File: config.mk
export PLATFORM = sky130hd
export DESIGN_NAME = servo_mode_select_and_status
export DESIGN_NICKNAME = d
export VERILOG_FILES = /design/src/servo_io_pkg.sv /design/src/servo_mode_select_and_status.sv
export SDC_FILE = /design/constraint.sdc
export NUM_CORES = 1
export LEC_CHECK = 0
export BUFFER_PORTS_ARGS = -buffer_cell sky130_fd_sc_hd__clkbuf_2
export CAP_MARGIN = 30
export CORE_MARGIN = 3
export CORE_UTILIZATION = 30
export CTS_BUF_LIST = sky130_fd_sc_hd__clkbuf_8
export CTS_CLUSTER_SIZE = 14
export DETAILED_ROUTE_END_ITERATION = 6
export PLACE_DENSITY = 0.51
export SLEW_MARGIN = 20
export SYNTH_ARGS = -nofsm -noshare
export SYNTH_HDL_FRONTEND = slang
export SYNTH_SLANG_ARGS = --single-unit
File: constraint.sdc
create_clock -name ref_clk -period 3.4 [get_ports ref_clk]
set_input_delay 0.17 -clock ref_clk [delete_from_list [all_inputs] [get_ports ref_clk]]
set_output_delay 0.17 -clock ref_clk [all_outputs]
set_load 0.1 [all_outputs]
File: src/servo_io_pkg.sv
// Shared constants for the servo mode and status logic, plus the pin input synchroniser.
`timescale 1ns/10ps
`default_nettype none
package servo_io_pkg;
  localparam int unsigned SPEED_W        = 16;
  localparam int unsigned THRESH_W       = 12;
  localparam logic [11:0] THRESH_MAX     = 12'hbb8;
  localparam logic [11:0] THRESH_DEFAULT = 12'h014;
  localparam logic [3:0]  DIGIT_SPD_SPD  = 4'h4;
  localparam logic [3:0]  DIGIT_SPD_POS  = 4'h5;
  localparam logic [3:0]  DIGIT_SPD_TRQ  = 4'h6;
  localparam logic [3:0]  DIGIT_POS_SPD  = 4'h7;
  localparam logic [3:0]  DIGIT_POS_TRQ  = 4'h8;
  localparam logic [3:0]  DIGIT_TRQ_SPD  = 4'h9;
  localparam logic [3:0]  DIGIT_SPD_ZCL  = 4'ha;
  localparam logic [3:0]  DIGIT_POS_INH  = 4'hb;
  localparam logic [3:0]  DIGIT_POS_CON  = 4'hc;
  localparam logic [3:0]  DIGIT_SPD_PAR  = 4'hd;
  localparam logic [3:0]  DIGIT_SPECIAL  = 4'he;

  typedef enum logic [3:0] {
    MODE_SPEED_CONTACT,
    MODE_SPEED_ANALOG,
    MODE_POSITION_PULSE,
    MODE_TORQUE_ANALOG,
    MODE_ZERO_CLAMP,
    MODE_POSITION_INHIBIT,
    MODE_POSITION_CONTACT,
    MODE_SPEED_PARAM,
    MODE_SPECIAL,
    MODE_OTHER
  } ctrl_mode_e;
endpackage

module pin_sync #(
  parameter int unsigned WIDTH = 1
) (
  input  wire logic             ref_clk,
  input  wire logic             reset,
  input  wire logic [WIDTH-1:0] pin_in,
  output logic      [WIDTH-1:0] pin_out
);
  logic [WIDTH-1:0] s1_q, s2_q, s3_q, out_q;
  logic [WIDTH-1:0] out_d;

  // A bit moves only once the second and third stages agree, which rejects
  // a single-cycle glitch on the pin. Idle level of every pin is high.
  always_comb begin
    for (int i = 0; i < WIDTH; i++) begin
      out_d[i] = (s2_q[i] == s3_q[i]) ? s3_q[i] : out_q[i];
    end
  end

  always_ff @(posedge ref_clk or posedge reset) begin
    if (reset) begin
      s1_q  <= '1;
      s2_q  <= '1;
      s3_q  <= '1;
      out_q <= '1;
    end else begin
      s1_q  <= pin_in;
      s2_q  <= s1_q;
      s3_q  <= s2_q;
      out_q <= out_d;
    end
  end

  assign pin_out = out_q;
endmodule
`default_nettype wire

File: src/servo_mode_select_and_status.sv
// Control mode selection, fault indication and rotation detection for the servo drive.
`timescale 1ns/10ps
`default_nettype none
module servo_mode_select_and_status (
  input  wire logic                             ref_clk,
  input  wire logic                             reset,
  input  wire logic [3:0]                       control_mode_config,
  input  wire logic                             fwd_limit_select_n,
  input  wire logic                             rev_limit_select_n,
  input  wire logic                             mode_switch_n,
  input  wire logic                             fault_detected,
  input  wire logic                             fault_clear_n,
  input  wire logic                             panel_fault_clear,
  input  wire logic [servo_io_pkg::SPEED_W-1:0] motor_speed_rpm,
  input  wire logic [servo_io_pkg::THRESH_W-1:0] rotation_detect_threshold,
  input  wire logic                             threshold_load,
  output servo_io_pkg::ctrl_mode_e              active_mode,
  output logic                                  alternate_active,
  output logic                                  fault_indication,
  output logic                                  rotation_detected_n,
  output logic                                  panel_rotation_led,
  output logic [servo_io_pkg::THRESH_W-1:0]     threshold_in_use
);
  import servo_io_pkg::*;

  logic [3:0] pins_sync;
  logic       fwd_s, rev_s, switch_s, clear_s;

  pin_sync #(.WIDTH(4)) u_pin_sync (
    .ref_clk (ref_clk),
    .reset   (reset),
    .pin_in  ({fault_clear_n, mode_switch_n, rev_limit_select_n, fwd_limit_select_n}),
    .pin_out (pins_sync)
  );

  assign fwd_s    = pins_sync[0];
  assign rev_s    = pins_sync[1];
  assign switch_s = pins_sync[2];
  assign clear_s  = pins_sync[3];

  // Mode selection.
  ctrl_mode_e mode_q, mode_d;
  logic       alt_q, alt_d;
  logic       contact_alt;

  // The limit selects double as the switch request only for digits 4 to 6.
  assign contact_alt = fwd_s && rev_s;

  always_comb begin
    mode_d = MODE_OTHER;
    alt_d  = 1'b0;
    unique case (control_mode_config)
      DIGIT_SPD_SPD: begin
        alt_d  = contact_alt;
        mode_d = alt_d ? MODE_SPEED_ANALOG : MODE_SPEED_CONTACT;
      end
      DIGIT_SPD_POS: begin
        alt_d  = contact_alt;
        mode_d = alt_d ? MODE_POSITION_PULSE : MODE_SPEED_CONTACT;
      end
      DIGIT_SPD_TRQ: begin
        alt_d  = contact_alt;
        mode_d = alt_d ? MODE_TORQUE_ANALOG : MODE_SPEED_CONTACT;
      end
      DIGIT_POS_SPD: begin
        alt_d  = !switch_s;
        mode_d = alt_d ? MODE_SPEED_ANALOG : MODE_POSITION_PULSE;
      end
      DIGIT_POS_TRQ: begin
        alt_d  = !switch_s;
        mode_d = alt_d ? MODE_TORQUE_ANALOG : MODE_POSITION_PULSE;
      end
      DIGIT_TRQ_SPD: begin
        alt_d  = !switch_s;
        mode_d = alt_d ? MODE_SPEED_ANALOG : MODE_TORQUE_ANALOG;
      end
      DIGIT_SPD_ZCL: begin
        alt_d  = !switch_s;
        mode_d = alt_d ? MODE_ZERO_CLAMP : MODE_SPEED_ANALOG;
      end
      DIGIT_POS_INH: begin
        alt_d  = !switch_s;
        mode_d = alt_d ? MODE_POSITION_INHIBIT : MODE_POSITION_PULSE;
      end
      DIGIT_POS_CON: mode_d = MODE_POSITION_CONTACT;
      DIGIT_SPD_PAR: mode_d = MODE_SPEED_PARAM;
      DIGIT_SPECIAL: mode_d = MODE_SPECIAL;
      default:       mode_d = MODE_OTHER;
    endcase
  end

  always_ff @(posedge ref_clk or posedge reset) begin
    if (reset) begin
      mode_q <= MODE_OTHER;
      alt_q  <= 1'b0;
    end else begin
      mode_q <= mode_d;
      alt_q  <= alt_d;
    end
  end

  assign active_mode      = mode_q;
  assign alternate_active = alt_q;

  // Fault latch. A new fault wins over a clear in the same cycle, so an
  // event is never lost while the clear pin is still held low.
  logic fault_q, fault_d;

  always_comb begin
    fault_d = fault_q;
    if (!clear_s || panel_fault_clear) begin
      fault_d = 1'b0;
    end
    if (fault_detected) begin
      fault_d = 1'b1;
    end
  end

  always_ff @(posedge ref_clk or posedge reset) begin
    if (reset) begin
      fault_q <= 1'b0;
    end else begin
      fault_q <= fault_d;
    end
  end

  assign fault_indication = fault_q;

  // Threshold and rotation detection. Out-of-range loads are ignored so the
  // threshold never leaves 0 to 3000 rpm.
  logic [THRESH_W-1:0] thr_q, thr_d;
  logic                rot_q, rot_d;

  always_comb begin
    thr_d = thr_q;
    if (threshold_load && (rotation_detect_threshold <= THRESH_MAX)) begin
      thr_d = rotation_detect_threshold;
    end
    // Compared against the new value in the same cycle so a change applies at once.
    rot_d = motor_speed_rpm > SPEED_W'(thr_d);
  end

  always_ff @(posedge ref_clk or posedge reset) begin
    if (reset) begin
      thr_q <= THRESH_DEFAULT;
      rot_q <= 1'b0;
    end else begin
      thr_q <= thr_d;
      rot_q <= rot_d;
    end
  end

  assign rotation_detected_n = !rot_q;
  assign panel_rotation_led  = rot_q;
  assign threshold_in_use    = thr_q;
endmodule
`default_nettype wire

==> results of run 1 <==
per-stage QoR:
step	worst slack [ps]	hold WS, ps	util [%]
2_1_floorplan	1203	174.5	-
3_3_place_gp	941.7	259.1	38.20
3_5_place_dp	888.5	259.0	38.70
4_1_cts	1200	55.93	41.26
5_1_grt	1027	63.78	41.26
6_report	1222	64.91	41.26
critical path, delay by kind of cell:
kind | cells | cell delay [ps]
and+or+nand+nor | 2 | 380
adders and majority gates | 1 | 170
muxes | 1 | 420
AOI/OAI and AO/OA | 5 | 1160
buffers and inverters | 1 | 100
cell usage after synthesis (all sizes together) (2+ instances only):
library cell  number
maj3               4
dfstp             20
nand4              3
o21bai             2
mux2i              7
nand2b             2
mux2               9
clkbuf             2
a21oi             10
o22a               3
inv                9
nand3              3
a211oi             2
o21ai              4
nor2               3
a31oi              2
ha                12
nor2b              3
nand2              6
nor3               2
buf                2
dfrtp             15
o22ai              5
sequential cells by signal, summed over array words and instances (netlist names):
name / flops
panel_rotation_led: 1
alternate_active: 1
u_pin_sync.s1_q: 4
u_pin_sync.s2_q: 4
fault_indication: 1
u_pin_sync.pin_out: 4
u_pin_sync.s3_q: 4
active_mode: 4
threshold_in_use: 12
per-layer routing:
metal / global-route usage (%) / wire length (um) / up-vias
met1: 14.52 / 1646 / 617
met5: 0 / 0 / -
met3: 3.145 / 196 / 2
met4: 3.922 / 22 / 0
met2: 17.55 / 1737 / 30
li1: - / - / 678
path summary, 6_finish.rpt:
check                                              from                 end  slack [ps]  cells after the start
min                                   panel_fault_clear    fault_indication          60                      2
min reg2reg                          u_pin_sync.s1_q[3]  u_pin_sync.s2_q[3]         360                      0
min in group asynchronous                         reset  panel_rotation_led         480                      3
max                        rotation_detect_threshold[0]  panel_rotation_led        1220                     10
max reg2reg                         threshold_in_use[6]  panel_rotation_led        1770                      7
max in group asynchronous                         reset  u_pin_sync.s3_q[2]        2200                      5
area by class of cell:
| class | instances | area (um2) | area share (%) |
|---|---|---|---|
| clock inverter | 3 | 23.77 | 1.034 |
| sequential | 35 | 900.9 | 39.17 |
| clock buffer | 5 | 68.82 | 2.992 |
| timing repair buffer | 68 | 392.9 | 17.08 |
| inverter | 9 | 33.78 | 1.469 |
| multi-input combinational | 97 | 789.5 | 34.33 |
| tap | 72 | 90.09 | 3.917 |
where the power goes:
part | switching [mW] | internal (mW) | total [mW]
sequential | 0.0225 | 0.467 | 0.490
combinational | 0.285 | 0.104 | 0.390
clock | 0.163 | 0.146 | 0.309
cells by family (layout without fill, tap and decap cells):
family,count (synthesis),in the layout,share of synthesized area (%)
AO/OA/AOI/OAI,36,36,14.47
adder cells (fa/ha/maj),16,16,10.83
buffers and inverters,13,85,3.706
flip-flops,35,35,51.32
multiplexers,16,16,9.979
AND/OR/NAND/NOR,29,29,9.694
repair_timing:
item / 4_1_cts / 5_1_grt
hold buffers: 5 / 0
endpoints found under the setup margin: 0 / 0
endpoints found under the hold margin: 13 / 0
cell usage in the layout (no fill, tap or decap), types with 2 or more instances in the layout:
master,instances
clkbuf_2,60
dfstp_2,20
dfrtp_1,15
ha_1,12
inv_1,9
a21oi_1,9
mux2_2,8
mux2i_1,7
nand2_1,6
o22ai_1,5
clkbuf_8,5
dlygate4sd3_1,5
maj3_1,4
o21ai_0,4
nand3_1,3
nor2b_1,3
nor2_1,3
nand4_1,3
a31oi_1,2
o22a_1,2
nand2b_1,2
a211oi_1,2
clkinvlp_4,2
buf_4,2
==> results_dict.tcl, run 1 <==
set metrics [dict create \
    status "completed" \
    nNetsFinal 269 \
    cts_max_level 2 \
    synthCells 145 \
    drc 0 \
    power_leakage_nw 1.073 \
    cts_setup_buffers 0 \
    dp_hpwl_um 2867 \
    cts.sinks 35 \
    netlist_area_um2 1755 \
    fillers 560 \
    cellPowerDensity_nw_per_um2 516.7 \
    slew_headroom_pct 58.28 \
    crit_type "in -> reg" \
    grt_max_degree 18 \
    synth_edf_count 0 \
    drt_iter0_drc 22 \
    synth_top_area_share_pct 29.94 \
    fmax_ghz 0.4591 \
    ys_seq_area_share_pct 51.32 \
    areaGrowthSynthToFinish_pct 31.01 \
    synth_nets 198 \
    setup_tns_ps 0 \
    critPathSlowestCell "a21oi_4" \
    setup_viol 0 \
    power_mw 1.188 \
    drv_cap 0 \
    drive_gt1_share_pct 48.85 \
    initial_core_util_pct 31.49 \
    io_pins 61 \
    vias 1327 \
    cts_tree "built" \
    synth.distinct_cells 44 \
    critPathRequiredTime_ps 3620 \
    finalMaxSlewViolations 0 \
    rows 27 \
    synth_ff_type "dfstp_2" \
    finClkSkew_ps 13.63 \
    synth.avg_cell_area_um2 12.11 \
    io_buffers 60 \
    yosys_register_bits 35 \
    core_region_area_um2 5574 \
    first_pass_iters 4 \
    synth_top_area_cell "dfstp_2" \
    die_area_um2 6805 \
    grt_pass1_wl_um 5720 \
    fin_cells 289 \
    numCtsBuffers 5 \
    grt_overflow 0 \
    placed_area_um2 2157 \
    crit_path_cell_trace "clkbuf_2, nor3_2, o21bai_2, a21oi_4, mux2_2, ha_1, nand2b_1, a211oi_1, o21ai_0, a21oi_1" \
    cp-end-kind "flop" \
    placed_cells 276 \
    track_usage_pct 11.11 \
    final_hold_viol_count 0 \
    wire_per_inst_um 12.47 \
    path_clk_slew_ps 90 \
    fin_crit_ps 2178 \
    min_path_type "in -> reg" \
    max_stage_delay_ps 540 \
    antenna_cells 0 \
    fin_area_um2 2300 \
    grt_pass1_vias 1252 \
    worst_pin_slew_ps 625.2 \
    gp_congestion 0.7667 \
    peakVddDrop_mv 0.1900 \
    cp_max_fo 17 \
    clock-root-buffer "clkbuf_8" \
    clock_path_buffers 2 \
    cp.arrival_ps 2400 \
    wirelength_um 3604 \
    antenna_found_initial 0 \
    ys_top_cells_by_area "dfstp_2, dfrtp_1, ha_1" \
    async_flop_share_pct 100.0 \
    die_w_um 82.50 \
    cts_resized 0 \
    die_y_um 82.50 \
    insertion_delay_ps 290 \
    final_antenna_net_count 0 \
    period_share_pct 64.06 \
    via_per_inst 4.592 \
    yosysWarnings 0 \
    rsz0062_at_grt "false" \
    worst_setup_path_start_kind "input pin" \
]
No activity file was read; power rests on OpenSTA's default activity.
==> run 2, diff against run 1 <==
==> constraint.sdc (replaced) <==
create_clock -name ref_clk -period 2.1 [get_ports ref_clk]
set_input_delay 0.105 -clock ref_clk [delete_from_list [all_inputs] [get_ports ref_clk]]
set_output_delay 0.105 -clock ref_clk [all_outputs]
set_load 0.1 [all_outputs]
==> results_dict.tcl, run 2 (synthesis gave the netlist of run 1 again) <==
set metrics [dict create \
    worst_setup_path_start_kind "input pin" \
    final_common_cell "clkbuf_2" \
    fmax_ghz 0.5591 \
    setup_tns_ps 0 \
    min_to "fault_indication" \
    io_buffers 60 \
    areaGrowthSynthToFinish_pct 35.64 \
    die_y_um 82.50 \
    worstHoldStart "fault_detected" \
    cts_tree "built" \
    cts_max_level 2 \
    drt_iter0_drc 45 \
    track_usage_pct 12.27 \
    routed-wl-met2_um 1705 \
    min_delay_path_depth 2 \
    wl_met1_um 1872 \
    io_pins 61 \
    fin_util_pct 42.72 \
    r2r-start "threshold_in_use[6]" \
    dr.max_layer_used "met4" \
    power_leakage_nw 1.126 \
    wirelength_um 3869 \
    drv_cap 0 \
    dp_hpwl_um 3019 \
    cellPowerDensity_nw_per_um2 903.9 \
    initial_core_util_pct 31.49 \
    reg2reg_slack_ps 450 \
    grt_pass1_vias 1383 \
    wire_per_inst_um 13.12 \
    final_hold_viol_count 0 \
    path_clk_slew_ps 70 \
    fillers 573 \
    drc 0 \
    first_pass_iters 4 \
    critPathRequiredTime_ps 2270 \
    min_path_type "in -> reg" \
    nNetsFinal 275 \
    crit_type "in -> reg" \
    setup_viol 0 \
    largest_reg_flops 12 \
    multi_input_area_um2 789.5 \
    status "completed" \
    grt_pass1_wl_um 6334 \
    antenna_cells 0 \
    die_area_um2 6805 \
    cp_max_fo 14 \
    numCtsBuffers 5 \
    layout_common_cells "clkbuf_2, dfstp_2, dfrtp_1" \
    worst_pin_slew_ps 531.6 \
    final_antenna_net_count 0 \
    drive_gt1_share_pct 49.78 \
    gp_congestion 0.8048 \
    clock_path_buffers 2 \
    grt_overflow 0 \
    core_region_area_um2 5574 \
    rsz0062_at_grt "false" \
    fin_crit_ps 1789 \
    r2r-end "panel_rotation_led" \
    insertion_delay_ps 280 \
    rows 27 \
    peakVddDrop_mv 0.4570 \
    cp.arrival_ps 1960 \
    r2r_cells 7 \
    slew_headroom_pct 64.23 \
    vias 1346 \
    period_share_pct 85.18 \
    clock-root-buffer "clkbuf_8" \
    grt_max_degree 36 \
    power_mw 2.152 \
    antenna_found_initial 0 \
    seqCellArea_um2 902.1 \
    cts.sinks 35 \
    cp-end-kind "flop" \
    wl_met3_um 231 \
    finClkSkew_ps 4.547 \
    via_per_inst 4.563 \
    die_w_um 82.50 \
    finalMaxSlewViolations 0 \
]
-- run 2: final cells by class --
type                            count  area share, %
Timing Repair Buffer               74          18.18
Inverter                            9          1.419
Clock inverter                      3          2.680
Tap cell                           72          3.784
Clock buffer                        5          2.890
Multi-Input combinational cell     97          33.16
Sequential cell                    35          37.89
-- run 2: worst max path at each step --
stage | start | endpoint | slack [ps] | cells after the start
after floorplan | threshold_in_use[10] | panel_rotation_led | 20 | 7
after global placement | rotation_detect_threshold[0] | panel_rotation_led | 50 | 11
after detailed placement | rotation_detect_threshold[0] | panel_rotation_led | -2 | 11
after CTS | rotation_detect_threshold[11] | panel_rotation_led | 310 | 11
after global routing | rotation_detect_threshold[0] | panel_rotation_led | 130 | 11
final | rotation_detect_threshold[10] | panel_rotation_led | 310 | 11
-- run 2: through the flow --
stage | instances | hold WS, ps | worst slack, ps | instance area, um2
floorplan | 145 | 109.5 | 22.61 | 1757
global placement | 281 | 192.5 | 48.62 | 2188
detailed placement | 281 | 195.1 | -1.891 | 2188
CTS | 295 | 3.468 | 311.1 | 2381
global route | 295 | 28.94 | 131.6 | 2381
finish | 295 | 18.33 | 311.3 | 2381
-- run 2: routing by layer --
metal  vias up  GRT usage, %
met1       618         16.09
met4         0         3.922
met3         6         3.471
met2        38         19.55
met5         -             0
li1        684             -
-- run 2: where the power goes --
part | total (mW) | switching [mW] | leakage, nW | internal [mW]
Clock | 0.712 | 0.242 | 0.0695 | 0.470
Sequential | 0.796 | 0.0383 | 0.385 | 0.757
Combinational | 0.645 | 0.468 | 0.671 | 0.177
-- run 2: timing repair --
item                                   4_1_cts  5_1_grt
hold buffers                                 6        0
setup buffers                                0        0
endpoints found under the hold margin       20        0
gates resized for setup                      0        0
-- run 2: critical path, cell delays in order --
cell      delay (ps)
clkbuf_2         100
and3b_1          190
and3_4           200
a21oi_4          180
buf_12           180
mux2i_1          200
ha_1             260
nand4_1          150
o221ai_1         140
o21ai_0          170
a21oi_1           80
